===== src/include/fg_pkg.sv =====
// Operation
// - Debug port may read, write and erase any page not locked.
// - Debug port access to a locked page is refused, save for the security bytes.
// - Debug port may always read the two security bytes.
// - Debug port may always write the security bytes.
// - Erasing an unlocked security page from debug clears all locks.
// - Locked security page needs a full device erase from debug.
// - Reserved area is never read, written or erased, except by firmware fetches.
// - Security bytes never restrict firmware accesses.
// - Firmware below the limit may access all pages but may not erase the security page.
// - Firmware may never erase the security byte page.
// - Firmware may read and write the security byte page like any other page.
// - Firmware at or above the limit cannot touch pages below it, except by fetch.
// - Firmware at or above the limit may access pages above it.
// - Instruction fetches below the limit are always allowed.
// - Read time code in bits 5-4 selects the clock ceiling.
// - Bits 3-1 of the timing register read zero, written zero.
// - Bit 0 of the timing register permits firmware writes, erases.
// - Scratchpad select redirects firmware accesses; 0x400 erases both.
// - Page erase enable turns data writes into page erases.
// - Program write enable routes data writes to flash, else RAM.
// - Access limit is 17 bits: limit byte above nine zero bits.
// - Access limit byte takes only its first write after reset.
// - Security bit zero locks its block for the debug port.
package fg_pkg;

  localparam int ADDR_W = 17;
  localparam int DATA_W = 8;

  // Register offsets
  localparam logic [7:0] TIMING_WE_OFS    = 8'hB7;
  localparam logic [7:0] PROG_STORE_OFS   = 8'h8F;
  localparam logic [7:0] ACCESS_LIMIT_OFS = 8'hB5;

  // Field positions
  localparam int RT_LSB  = 4;
  localparam int RT_MSB  = 5;
  localparam int GWP_BIT = 0;
  localparam int SPS_BIT = 2;
  localparam int PEE_BIT = 1;
  localparam int PWE_BIT = 0;

  // Reset values and readable bits
  localparam logic [7:0] TIMING_WE_RST    = 8'h00;
  localparam logic [7:0] PROG_STORE_RST   = 8'h00;
  localparam logic [7:0] ACCESS_LIMIT_RST = 8'h00;
  localparam logic [7:0] TIMING_WE_MASK   = 8'h31;
  localparam logic [7:0] PROG_STORE_MASK  = 8'h07;

  // Flash geometry
  localparam int LIMIT_SHIFT = 9;
  localparam int PAGE_LSB    = 10;
  localparam int BLOCK_LSB   = 14;
  localparam logic [ADDR_W-1:0] SEC_WLOCK_ADDR = 17'h1FBFE;
  localparam logic [ADDR_W-1:0] SEC_RLOCK_ADDR = 17'h1FBFF;
  localparam logic [ADDR_W-1:0] RSV_BASE       = 17'h1FC00;
  localparam logic [ADDR_W-1:0] SCR_ERASE_ADDR = 17'h00400;
  localparam logic [2:0] SEC_BLOCK = SEC_WLOCK_ADDR[ADDR_W-1:BLOCK_LSB];

  typedef enum logic {SRC_DEBUG, SRC_FW} fg_src_type;

  typedef enum logic [1:0] {
    OP_FETCH,
    OP_READ,
    OP_WRITE,
    OP_ERASE
  } fg_op_type;

  typedef enum logic [2:0] {
    CMD_NONE,
    CMD_READ,
    CMD_WRITE,
    CMD_PAGE_ERASE,
    CMD_FULL_ERASE,
    CMD_SCRATCH_ERASE,
    CMD_XRAM_WRITE
  } fg_cmd_type;

endpackage


===== src/fg_flash_access_guard.sv =====
`timescale 1ns/10ps
module fg_flash_access_guard
  import fg_pkg::*;
(
  // Clock and reset
  input  wire logic              mclk,
  input  wire logic              reset_n,
  // Special function register port
  input  wire logic [7:0]        sfr_addr,
  input  wire logic              sfr_wr_en,
  input  wire logic              sfr_rd_en,
  input  wire logic [7:0]        sfr_wdata,
  output logic      [7:0]        sfr_rdata,
  // Flash access request
  input  wire logic              req_valid,
  input  wire fg_src_type        req_src,
  input  wire fg_op_type         req_op,
  input  wire logic [ADDR_W-1:0] req_addr,
  input  wire logic [ADDR_W-1:0] req_exec_addr,
  input  wire logic [DATA_W-1:0] req_wdata,
  // Security bytes held in flash
  input  wire logic [7:0]        read_lock_byte,
  input  wire logic [7:0]        write_lock_byte,
  // Flash read return
  input  wire logic              flash_rvalid,
  input  wire logic [DATA_W-1:0] flash_rdata,
  // Request answer
  output logic                   req_done,
  output logic                   req_denied,
  output logic                   resp_valid,
  output logic      [DATA_W-1:0] resp_data,
  // Flash command
  output logic                   flash_cmd_valid,
  output fg_cmd_type             flash_cmd,
  output logic      [ADDR_W-1:0] flash_addr,
  output logic      [DATA_W-1:0] flash_wdata,
  output logic                   flash_scratch,
  output logic      [1:0]        read_time_code
);

  // ----------------------------------------
  // Register state
  // ----------------------------------------
  logic [7:0]        timing_we_q;
  logic [7:0]        timing_we_d;
  logic [7:0]        prog_store_q;
  logic [7:0]        prog_store_d;
  logic [7:0]        limit_byte_q;
  logic [7:0]        limit_byte_d;
  logic              limit_locked_q;
  logic              limit_locked_d;
  logic [7:0]        sfr_rdata_q;
  logic [7:0]        sfr_rdata_d;

  // ----------------------------------------
  // Answer state
  // ----------------------------------------
  logic              req_done_q;
  logic              req_denied_q;
  logic              resp_valid_q;
  logic              resp_valid_d;
  logic [DATA_W-1:0] resp_data_q;
  logic [DATA_W-1:0] resp_data_d;
  logic              cmd_valid_q;
  fg_cmd_type        cmd_q;
  logic [ADDR_W-1:0] cmd_addr_q;
  logic [DATA_W-1:0] cmd_wdata_q;
  logic              cmd_scratch_q;

  // ----------------------------------------
  // Register decode
  // ----------------------------------------
  logic              wr_timing;
  logic              wr_prog;
  logic              wr_limit;
  logic              global_write_permit;
  logic              scratchpad_select;
  logic              page_erase_enable;
  logic              program_write_enable;
  logic [ADDR_W-1:0] access_limit_address;

  assign wr_timing = sfr_wr_en && sfr_addr == TIMING_WE_OFS;
  assign wr_prog   = sfr_wr_en && sfr_addr == PROG_STORE_OFS;
  assign wr_limit  = sfr_wr_en && sfr_addr == ACCESS_LIMIT_OFS;

  assign global_write_permit  = timing_we_q[GWP_BIT];
  assign scratchpad_select    = prog_store_q[SPS_BIT];
  assign page_erase_enable    = prog_store_q[PEE_BIT];
  assign program_write_enable = prog_store_q[PWE_BIT];

  // Low bits of the limit are fixed at zero
  assign access_limit_address =
    {limit_byte_q, {LIMIT_SHIFT{1'b0}}};

  // Reserved bits are dropped on write so they read zero
  assign timing_we_d = wr_timing ?
    (sfr_wdata & TIMING_WE_MASK) : timing_we_q;
  assign prog_store_d = wr_prog ?
    (sfr_wdata & PROG_STORE_MASK) : prog_store_q;

  // Only the first write after reset sticks
  assign limit_byte_d = (wr_limit && !limit_locked_q) ?
    sfr_wdata : limit_byte_q;
  assign limit_locked_d = limit_locked_q || wr_limit;

  // Read mux; unmapped offsets read zero
  assign sfr_rdata_d =
    !sfr_rd_en                         ? sfr_rdata_q :
    (sfr_addr == TIMING_WE_OFS)        ? timing_we_q :
    (sfr_addr == PROG_STORE_OFS)       ? prog_store_q :
    (sfr_addr == ACCESS_LIMIT_OFS)     ? limit_byte_q :
                                         8'h00;

  // ----------------------------------------
  // Address classification
  // ----------------------------------------
  logic [2:0] tgt_block;
  logic       tgt_sec_page;
  logic       tgt_sec_byte;
  logic       tgt_reserved;
  logic       tgt_below;
  logic       exe_below;

  fg_addr_class #(
    .AW          (ADDR_W)
  ) u_tgt_class (
    .addr        (req_addr),
    .limit_addr  (access_limit_address),
    .block       (tgt_block),
    .sec_page    (tgt_sec_page),
    .sec_byte    (tgt_sec_byte),
    .reserved    (tgt_reserved),
    .below_limit (tgt_below)
  );

  fg_addr_class #(
    .AW          (ADDR_W)
  ) u_exe_class (
    .addr        (req_exec_addr),
    .limit_addr  (access_limit_address),
    .block       (),
    .sec_page    (),
    .sec_byte    (),
    .reserved    (),
    .below_limit (exe_below)
  );

  // ----------------------------------------
  // Debug port permissions
  // ----------------------------------------
  logic blk_read_open;
  logic blk_we_open;
  logic sec_we_open;
  logic dbg_read_ok;
  logic dbg_write_ok;
  logic dbg_erase_ok;
  logic dbg_full_erase;

  // A cleared lock bit closes its block
  assign blk_read_open = read_lock_byte[tgt_block];
  assign blk_we_open   = write_lock_byte[tgt_block];
  assign sec_we_open   = write_lock_byte[SEC_BLOCK];

  assign dbg_read_ok  = tgt_sec_byte || blk_read_open;
  assign dbg_write_ok = tgt_sec_byte || blk_we_open;
  // Erase of an open security page wipes the locks too
  assign dbg_erase_ok = blk_we_open;
  // Locked security page: erasing a lock byte wipes the part
  assign dbg_full_erase = tgt_sec_byte && !sec_we_open;

  // ----------------------------------------
  // Firmware permissions
  // ----------------------------------------
  logic fw_zone_ok;
  logic fw_flash_read_ok;
  logic fw_write_ok;
  logic fw_erase_ok;
  logic scr_access;
  logic scr_erase_all;

  // Lock bytes play no part here
  // Upper code may not reach into the lower partition
  assign fw_zone_ok = exe_below || !tgt_below;
  assign fw_flash_read_ok = fw_zone_ok;
  assign fw_write_ok = fw_zone_ok && global_write_permit;
  // The security page can never be erased by software
  assign fw_erase_ok = fw_write_ok && !tgt_sec_page;

  assign scr_access    = scratchpad_select;
  assign scr_erase_all = req_addr == SCR_ERASE_ADDR;

  // ----------------------------------------
  // Command selection
  // ----------------------------------------
  fg_cmd_type cmd_d;
  logic       ok_d;
  logic       scratch_d;
  logic       read_req;

  assign read_req = req_op == OP_READ || req_op == OP_FETCH;

  always_comb begin
    cmd_d     = CMD_NONE;
    ok_d      = 1'b0;
    scratch_d = 1'b0;
    if (req_src == SRC_DEBUG) begin
      unique case (req_op)
        OP_FETCH,
        OP_READ: begin
          ok_d  = dbg_read_ok && !tgt_reserved;
          cmd_d = CMD_READ;
        end
        OP_WRITE: begin
          ok_d  = dbg_write_ok && !tgt_reserved;
          cmd_d = CMD_WRITE;
        end
        OP_ERASE: begin
          if (dbg_full_erase) begin
            ok_d  = 1'b1;
            cmd_d = CMD_FULL_ERASE;
          end else begin
            ok_d  = dbg_erase_ok && !tgt_reserved;
            cmd_d = CMD_PAGE_ERASE;
          end
        end
      endcase
    end else begin
      unique case (req_op)
        // Branches into the lower partition stay legal
        OP_FETCH: begin
          ok_d  = 1'b1;
          cmd_d = CMD_READ;
        end
        OP_READ: begin
          scratch_d = scr_access;
          ok_d  = scr_access ||
                  (fw_flash_read_ok && !tgt_reserved);
          cmd_d = CMD_READ;
        end
        OP_WRITE: begin
          scratch_d = scr_access && program_write_enable;
          if (!program_write_enable) begin
            ok_d  = 1'b1;
            cmd_d = CMD_XRAM_WRITE;
          end else if (scr_access) begin
            ok_d  = global_write_permit;
            cmd_d = !page_erase_enable ? CMD_WRITE :
                    scr_erase_all      ? CMD_SCRATCH_ERASE :
                                         CMD_PAGE_ERASE;
          end else if (page_erase_enable) begin
            // Data byte is ignored for an erase
            ok_d  = fw_erase_ok && !tgt_reserved;
            cmd_d = CMD_PAGE_ERASE;
          end else begin
            ok_d  = fw_write_ok && !tgt_reserved;
            cmd_d = CMD_WRITE;
          end
        end
        // Software erases only through a data write
        OP_ERASE: begin
          ok_d  = 1'b0;
          cmd_d = CMD_NONE;
        end
      endcase
    end
  end

  // ----------------------------------------
  // Read answer
  // ----------------------------------------
  logic deny_read;

  assign deny_read = req_valid && read_req && !ok_d;

  // Refused reads answer with zero unless flash data returns in the same cycle
  assign resp_valid_d = deny_read || flash_rvalid;
  assign resp_data_d  = flash_rvalid ? flash_rdata :
                        {DATA_W{1'b0}};

  // ----------------------------------------
  // Register file flops
  // ----------------------------------------
  always_ff @(posedge mclk or negedge reset_n) begin
    if (!reset_n) begin
      timing_we_q    <= TIMING_WE_RST;
      prog_store_q   <= PROG_STORE_RST;
      limit_byte_q   <= ACCESS_LIMIT_RST;
      limit_locked_q <= 1'b0;
      sfr_rdata_q    <= 8'h00;
    end else begin
      timing_we_q    <= timing_we_d;
      prog_store_q   <= prog_store_d;
      limit_byte_q   <= limit_byte_d;
      limit_locked_q <= limit_locked_d;
      sfr_rdata_q    <= sfr_rdata_d;
    end
  end

  // ----------------------------------------
  // Answer flops
  // ----------------------------------------
  always_ff @(posedge mclk or negedge reset_n) begin
    if (!reset_n) begin
      req_done_q   <= 1'b0;
      req_denied_q <= 1'b0;
      resp_valid_q <= 1'b0;
      resp_data_q  <= {DATA_W{1'b0}};
    end else begin
      req_done_q   <= req_valid && ok_d;
      req_denied_q <= req_valid && !ok_d;
      resp_valid_q <= resp_valid_d;
      resp_data_q  <= resp_data_d;
    end
  end

  // ----------------------------------------
  // Command flops
  // ----------------------------------------
  // A refused request never reaches the array
  always_ff @(posedge mclk or negedge reset_n) begin
    if (!reset_n) begin
      cmd_valid_q   <= 1'b0;
      cmd_q         <= CMD_NONE;
      cmd_addr_q    <= {ADDR_W{1'b0}};
      cmd_wdata_q   <= {DATA_W{1'b0}};
      cmd_scratch_q <= 1'b0;
    end else begin
      cmd_valid_q <= req_valid && ok_d;
      if (req_valid && ok_d) begin
        cmd_q         <= cmd_d;
        cmd_addr_q    <= req_addr;
        cmd_wdata_q   <= req_wdata;
        cmd_scratch_q <= scratch_d;
      end
    end
  end

  // ----------------------------------------
  // Outputs
  // ----------------------------------------
  assign sfr_rdata       = sfr_rdata_q;
  assign req_done        = req_done_q;
  assign req_denied      = req_denied_q;
  assign resp_valid      = resp_valid_q;
  assign resp_data       = resp_data_q;
  assign flash_cmd_valid = cmd_valid_q;
  assign flash_cmd       = cmd_q;
  assign flash_addr      = cmd_addr_q;
  assign flash_wdata     = cmd_wdata_q;
  assign flash_scratch   = cmd_scratch_q;
  // Timing code drives the array straight from its field
  assign read_time_code  = timing_we_q[RT_MSB:RT_LSB];

endmodule


===== src/fg_addr_class.sv =====
`timescale 1ns/10ps
module fg_addr_class
  import fg_pkg::*;
#(
  parameter int AW = ADDR_W
) (
  // Address under test
  input  wire logic [AW-1:0] addr,
  input  wire logic [AW-1:0] limit_addr,
  // Classification
  output logic [2:0]         block,
  output logic               sec_page,
  output logic               sec_byte,
  output logic               reserved,
  output logic               below_limit
);

  // ----------------------------------------
  // Page and region decode
  // ----------------------------------------
  assign block       = addr[AW-1:BLOCK_LSB];
  assign sec_page    = addr[AW-1:PAGE_LSB] ==
                       SEC_WLOCK_ADDR[AW-1:PAGE_LSB];
  // Both lock bytes share every bit but the lowest
  assign sec_byte    = addr[AW-1:1] == SEC_RLOCK_ADDR[AW-1:1];
  assign reserved    = addr >= RSV_BASE;
  assign below_limit = addr < limit_addr;

endmodule


===== config.mk =====
export PLATFORM = sky130hd
export DESIGN_NAME = fg_flash_access_guard
export DESIGN_NICKNAME = d
export VERILOG_FILES = /design/src/include/fg_pkg.sv /design/src/fg_flash_access_guard.sv /design/src/fg_addr_class.sv
export SDC_FILE = /design/constraint.sdc
export NUM_CORES = 1
export LEC_CHECK = 0
export BUFFER_PORTS_ARGS = -buffer_cell sky130_fd_sc_hd__buf_2
export CAP_MARGIN = 20
export CORE_MARGIN = 2
export CORE_UTILIZATION = 25
export DETAILED_ROUTE_END_ITERATION = 10
export HOLD_SLACK_MARGIN = 0.02
export SYNTH_ARGS = -nofsm -noshare
export SYNTH_HDL_FRONTEND = slang
export SYNTH_SLANG_ARGS = --single-unit

===== constraint.sdc =====
create_clock -name mclk -period 6.8 [get_ports mclk]
set_clock_uncertainty 0.1 [all_clocks]
set_input_delay 0 -clock mclk [delete_from_list [all_inputs] [get_ports mclk]]
set_output_delay 0 -clock mclk [all_outputs]
set_load 0.05 [all_outputs]

# After elaboration in Yosys (flattened, before gate mapping)
# Index checks and enable logic that the tools add are counted.
dict set report totals {
  reg_bits 63
  in_bits 91
  out_inout_bits 51
  elab_cells 85
}
dict set report op_classes {
  n_lt_le_gt_ge 4
  eq_ne 9
  mux 26
  reduce_logical 33
}
# cell count
set op_table {}
lappend op_table {{less-than comparator 17 bit} 2}
lappend op_table {{two-way mux 8 bit} 4}
lappend op_table {{== test 8 bit (second input constant)} 3}
lappend op_table {{logical AND 1 bit} 18}
lappend op_table {{two-way mux 3 bit} 6}
lappend op_table {{case mux 3 bit (3 select lines)} 2}
lappend op_table {{== test 17 x 11 -> 1 bit (second input constant)} 1}
lappend op_table {{>= comparator 17 bit (second input constant)} 1}
lappend op_table {{== test 16 bit (second input constant)} 1}
lappend op_table {{two-way mux 1 bit} 9}
lappend op_table {{== test 7 bit (second input constant)} 1}
lappend op_table {{logical OR 1 bit} 7}
lappend op_table {{binary-select mux 1 bit (select 3 bit)} 2}
lappend op_table {{logical NOT 1 bit} 6}
lappend op_table {{== test 2 bit (second input constant)} 2}
lappend op_table {{less-than comparator 3 x 4 -> 1 bit (second input constant)} 1}
lappend op_table {{case mux 1 bit (4 select lines)} 1}
lappend op_table {{case mux 1 bit (3 select lines)} 1}
lappend op_table {{== test 2 x 1 -> 1 bit (second input constant)} 1}
lappend op_table {{logical NOT 2 bit} 1}
lappend op_table {{case mux 1 bit (2 select lines)} 1}
lappend op_table {{OR reduction 2 bit} 1}

# Logic depth before layout (Yosys ltp)
dict set report logic_depth {
  word_depth 14
  ltp_mapped 10
  ltp_nobuf 9
}

# Modules after synthesis
# A second synthesis with hierarchy kept.
dict set report unflattened {
  cells_unflattened 359
  hier_area_um2 3905.0
}
# mod instances cells_each area_per_inst_um2 seq_area_each_um2
set modules_own_cells {}
lappend modules_own_cells {fg_flash_access_guard 1 217 2936.6 1576.5}
lappend modules_own_cells {fg_addr_class 2 71 484.2 0.0}

# Worst setup path after synthesis
# OpenSTA, ideal clock, no wires.
dict set report synth_path {
  kind {register to register}
  from {reg limit_byte_q[1]}
  to {reg cmd_addr_q[0] (netlist: flash_addr[0])}
  setup_time_ns 0.125
  arrival_time_ns 2.246
  t_required_ns 6.575
  slack_ns 4.329
  path_stages_with_launch 10
  path_buffers 1
  synth_period_minus_slack_ns 2.471
  cell_sequence {dfrtp_1 -> inv_1 -> ha_1 -> a2111oi_0 -> nor4_1 -> o21ai_0 -> o311ai_0 -> a31oi_2 -> buf_6 -> mux2_4}
}
dict set report synth_via {
  elab_chain_cells 12
  elab_cells_between_ends 16
  cone_classes {2 x order compare; 5 x mux; 9 x reduce/logical}
}
# item line
set synth_lines {}
lappend synth_lines {{start, declared} fg_flash_access_guard.sv:48} ;# logic [7:0] limit_byte_q;
lappend synth_lines {{start signal, assigned} fg_flash_access_guard.sv:293} ;# limit_byte_q <= limit_byte_d;
lappend synth_lines {{less-than comparator 17 bit} fg_addr_class.sv:27} ;# assign below_limit = addr < limit_addr;
lappend synth_lines {{logical NOT 1 bit} fg_flash_access_guard.sv:183} ;# assign fw_zone_ok = exe_below || !tgt_below;
lappend synth_lines {{logical OR 1 bit *} fg_flash_access_guard.sv:183}
lappend synth_lines {{logical AND 1 bit} fg_flash_access_guard.sv:185} ;# assign fw_write_ok = fw_zone_ok && global_write_permit;
lappend synth_lines {{logical AND 1 bit} fg_flash_access_guard.sv:187} ;# assign fw_erase_ok = fw_write_ok && !tgt_sec_page;
lappend synth_lines {{logical AND 1 bit} fg_flash_access_guard.sv:252} ;# ok_d = fw_erase_ok && !tgt_reserved;
lappend synth_lines {{two-way mux 1 bit} fg_flash_access_guard.sv:250} ;# end else if (page_erase_enable) begin
lappend synth_lines {{two-way mux 1 bit} fg_flash_access_guard.sv:245} ;# end else if (scr_access) begin
lappend synth_lines {{two-way mux 1 bit} fg_flash_access_guard.sv:242} ;# if (!program_write_enable) begin
lappend synth_lines {{case mux 1 bit (4 select lines) *} fg_flash_access_guard.sv:228} ;# unique case (req_op)
lappend synth_lines {{two-way mux 1 bit *} fg_flash_access_guard.sv:206} ;# if (req_src == SRC_DEBUG) begin
lappend synth_lines {{logical AND 1 bit *} fg_flash_access_guard.sv:329} ;# if (req_valid && ok_d) begin
lappend synth_lines {{end signal, assigned} fg_flash_access_guard.sv:324} ;# cmd_addr_q <= {ADDR_W{1'b0}};
lappend synth_lines {{end signal, assigned} fg_flash_access_guard.sv:331} ;# cmd_addr_q <= req_addr;
lappend synth_lines {{end, declared} fg_flash_access_guard.sv:66} ;# logic [ADDR_W-1:0] cmd_addr_q;
# Every way passes the cells marked *; elsewhere a longest branch is shown, timed or not.
# A chain may end at the register's enable or synchronous reset.

# Worst setup path after layout
dict set report layout_path {
  from {reg limit_byte_q[1]}
  to {reg cmd_addr_q[2] (netlist: flash_addr[2])}
}
# The elaborated chain is that of the path after synthesis.

==> reports/results.tsv <==
stage	metric	value	unit
clock_tree	clockRootBuffer	clkbuf_16	
sta	timing.fmax	0.292	GHz
setup_path	arrival	3.54	ns
sta	rsz0062_at_grt	false	
cells_and_area	antennaDiodeCount	0	
logic_synthesis	synth.avg_cell_area	11.7	µm²
clock_tree	cts_sinks	63	
sta	finalHoldViolCount	0	
cells_and_area	fin_util	38.4	%
logic_synthesis	syn-num-nets	392	
sta	hold-worst-slack	0.0162	ns
cells_and_area	fin_nets	579	
grt	grt_pass1_wl	15800	µm
sta	fin_setup_tns	0	ns
sta	worst_slack	3.38	ns
power	p_leak	2.48	nW
logic_synthesis	synth_seq_cells	63	
cells_and_area	syn2layout_area_growth	51.6	%
drt	routedWlPerCell	15.1	µm
drt	postRouteAntennaNets	0	
sta	fin_crit_sh	50.3	%
clock_tree	numCtsBuffers	9	
setup_path	critPathRequiredTime	6.92	ns
cells_and_area	multiInputGateArea	1590	µm²
cells_and_area	fin_cells	650	
hold_path	hp-class	input port to register	
logic_synthesis	yosysSeqAreaShare	47.5	%
drt	drc	0	
grt	grt_usage	14.6	%
placement	dp_hpwl	7030	µm
grt	grt_max_degree	64	
cells_and_area	area.sequential	1580	µm²
power	power	1.36	mW
cells_and_area	fill_cells	1270	
cells_and_area	post-route-cell-area	5030	µm²
logic_synthesis	synth_area	3320	µm²
floorplan	core_area	13100	µm²
drt	vias	2882	
grt	grt_pass1_vias	2992	
drt	drtPass1Iterations	4	
placement	post-place-ws	3.30	ns
setup_path	path_class	register to register	
setup_path	slowest_delay	0.52	ns
clock_tree	clk_latency	0.34	ns
grt	grt_overflow	0	
sta	fin_crit	3.42	ns
setup_path	cp_slowest_cell	a31oi_4	
drt	drtIter0Drc	95	
placement	placement.io_buffers	132	
floorplan	row_count	42	
power	p_per_area	271	nW/µm²
cells_and_area	drive_gt1_share	40.9	%
power	ir_drop	113	µV
sta	max_slew.worst_pin.slew	0.859	ns
clock_tree	cts_max_level	3	
sta	slew_viol_final	0	
status	status	complete, no violations	
logic_synthesis	ys_warn_count	0	
logic_synthesis	yosys-top-cells-area	dfrtp_1 48%, mux2_4 13%, ha_1 6.8%	
setup_path	cp_cell_sequence	inv_1 > ha_1 > a2111oi_0 > nor4_1 > o21ai_0 > o311ai_0 > a31oi_4 > buf_4 > mux2_4	
floorplan	initial_core_util	25.3	%
placement	place.gp.congestion	0.802	
logic_synthesis	synth_cell_types	42	
placement	place_area	4130	µm²
floorplan	die_w	119	µm
job	drv_cap	0	
sta	setup_violations	0	
drt	routed_wirelength	9820	µm
drt	viasPerCell	4.43	
clock_tree	clockBufferDepth	2	
clock_tree	clk_pin_slew	0.05	ns
setup_path	worstPathMaxFanout	22	
placement	placed_cells	580	
logic_synthesis	postSynthCellCount	283	
clock_tree	tritoncts	yes	
logic_synthesis	yosysTopAreaCell	dfrtp_1	
grt	antenna_found_initial	0	
floorplan	dieHeight	119	µm
sta	slew-limit-headroom	42.2	%
setup_path	crit_path_start_kind	register	
logic_synthesis	synth_top_area_share	47.5	%
floorplan	ios	142	
setup_path	endpoint_kind	register	
floorplan	dieArea	14200	µm²
[worst max-delay path, delay by kind of cell (launching register included)]
family	cells	cell delay (ns)
flops	1	0.39
compound gates	4	1.53
simple gates	1	0.10
fa+ha+maj	1	0.24
mux	1	0.34
buf+inv	2	0.59
[report_power, final]
part	total, mW	internal (mW)	switching [mW]
combinational	0.375	0.139	0.236
clock	0.540	0.376	0.164
sequential	0.446	0.420	0.0254
total	1.36	0.935	0.426
[layout make-up]
cell class / count / area share [%]
multi-input combinational: 189 / 31.6
tap: 176 / 4.38
inverter: 18 / 1.34
timing repair buffer: 189 / 24.4
sequential: 63 / 31.4
clock buffer: 12 / 5.10
clock inverter: 3 / 1.79
[path summary, 6_finish.rpt]
path | start | to | cells after the start | slack (ns)
setup reg to reg | limit_byte_q[1] | flash_addr[2] | 9 | 3.38
min in group asynchronous | reset_n | resp_data[2] | 3 | 0.28
setup / recovery | limit_byte_q[1] | flash_addr[2] | 9 | 3.38
max in group asynchronous | reset_n | sfr_rdata[1] | 3 | 5.78
hold / removal | req_addr[15] | flash_addr[15] | 2 | 0.02
hold reg to reg | limit_locked_q | limit_locked_q | 1 | 0.37
[flip-flops by register name, summed over array words and instances, names as in the netlist]
| register | cells |
|---|---|
| flash_cmd | 3 |
| timing_we_q | 3 |
| req_denied | 1 |
| flash_cmd_valid | 1 |
| resp_data | 8 |
| resp_valid | 1 |
| flash_scratch | 1 |
| flash_wdata | 8 |
| limit_byte_q | 8 |
| sfr_rdata | 8 |
| prog_store_q | 3 |
| limit_locked_q | 1 |
| flash_addr | 17 |
[layer usage]
| layer | global-route usage [%] | vias to the layer above | part of all wire, % |
|---|---|---|---|
| li1 | - | 1400 | - |
| met1 | 17.9 | 1356 | 44 |
| met2 | 24.0 | 108 | 48 |
| met3 | 4.31 | 18 | 5.5 |
| met4 | 5.95 | 0 | 1.9 |
| met5 | 0 | - | 0 |
[synthesized netlist by cell type]
master	count
o21a_1	1
a31oi_2	1
a22oi_1	3
or2_2	2
o311ai_0	1
a311o_1	1
dfrtp_1	63
nand2b_1	7
ha_1	18
clkbuf_1	5
and2_1	10
nor3b_1	1
inv_1	18
a31oi_1	1
nand4b_1	2
a22o_1	1
or3_1	1
a21o_1	2
a2111oi_0	1
nor3_1	1
buf_4	3
a21oi_1	7
mux2_4	29
mux2i_1	1
mux4_2	3
nand4_1	4
nor4b_1	1
mux2_2	9
nand2_1	17
nor2_1	9
buf_6	4
a211oi_1	1
a31o_2	1
o21ai_0	24
and3_1	5
nand3_1	9
nor4_1	6
o211ai_1	4
o2111ai_1	1
buf_2	1
o21ai_2	1
or4_1	3
[kinds of logic (layout without fill, tap and decap cells)]
kind of cell | after synthesis | count (layout) | synth area share, %
AOI/OAI and AO/OA | 51 | 51 | 9.62
DFF | 63 | 63 | 47.5
adders and majority gates | 18 | 18 | 6.79
and+or+nand+nor | 78 | 78 | 12.7
buffers and inverters | 31 | 222 | 4.79
muxes | 42 | 42 | 18.5
[repair_timing]
action                     in CTS  in global routing
setup endpoints to repair       0                  0
hold endpoints to repair      119                  0
setup buffers                   0                  0
resized for setup               0                  0
hold buffers                   55                  0
[cells in the final DEF (no fill, tap or decap), types with 2 or more instances in the layout]
cell           netlist  final
nor2_1               9      9
a22oi_1              3      3
mux4_2               3      3
clkbuf_8             0      2
buf_2                1    132
mux2_4              29     29
nand2b_1             7      7
o21ai_0             24     24
nand3_1              9      9
clkbuf_16            0      9
nand4b_1             2      2
nor4_1               6      6
a21o_1               2      2
dfrtp_1             63     63
buf_4                3      2
dlygate4sd3_1        0     55
or4_1                3      3
nand4_1              4      4
bufinv_16            0      3
o211ai_1             4      4
mux2_2               9      9
nand2_1             17     17
and3_1               5      5
ha_1                18     18
a21oi_1              7      7
and2_1              10     10
or2_2                2      2
inv_1               18     18
(Power assumes the default switching activity.)
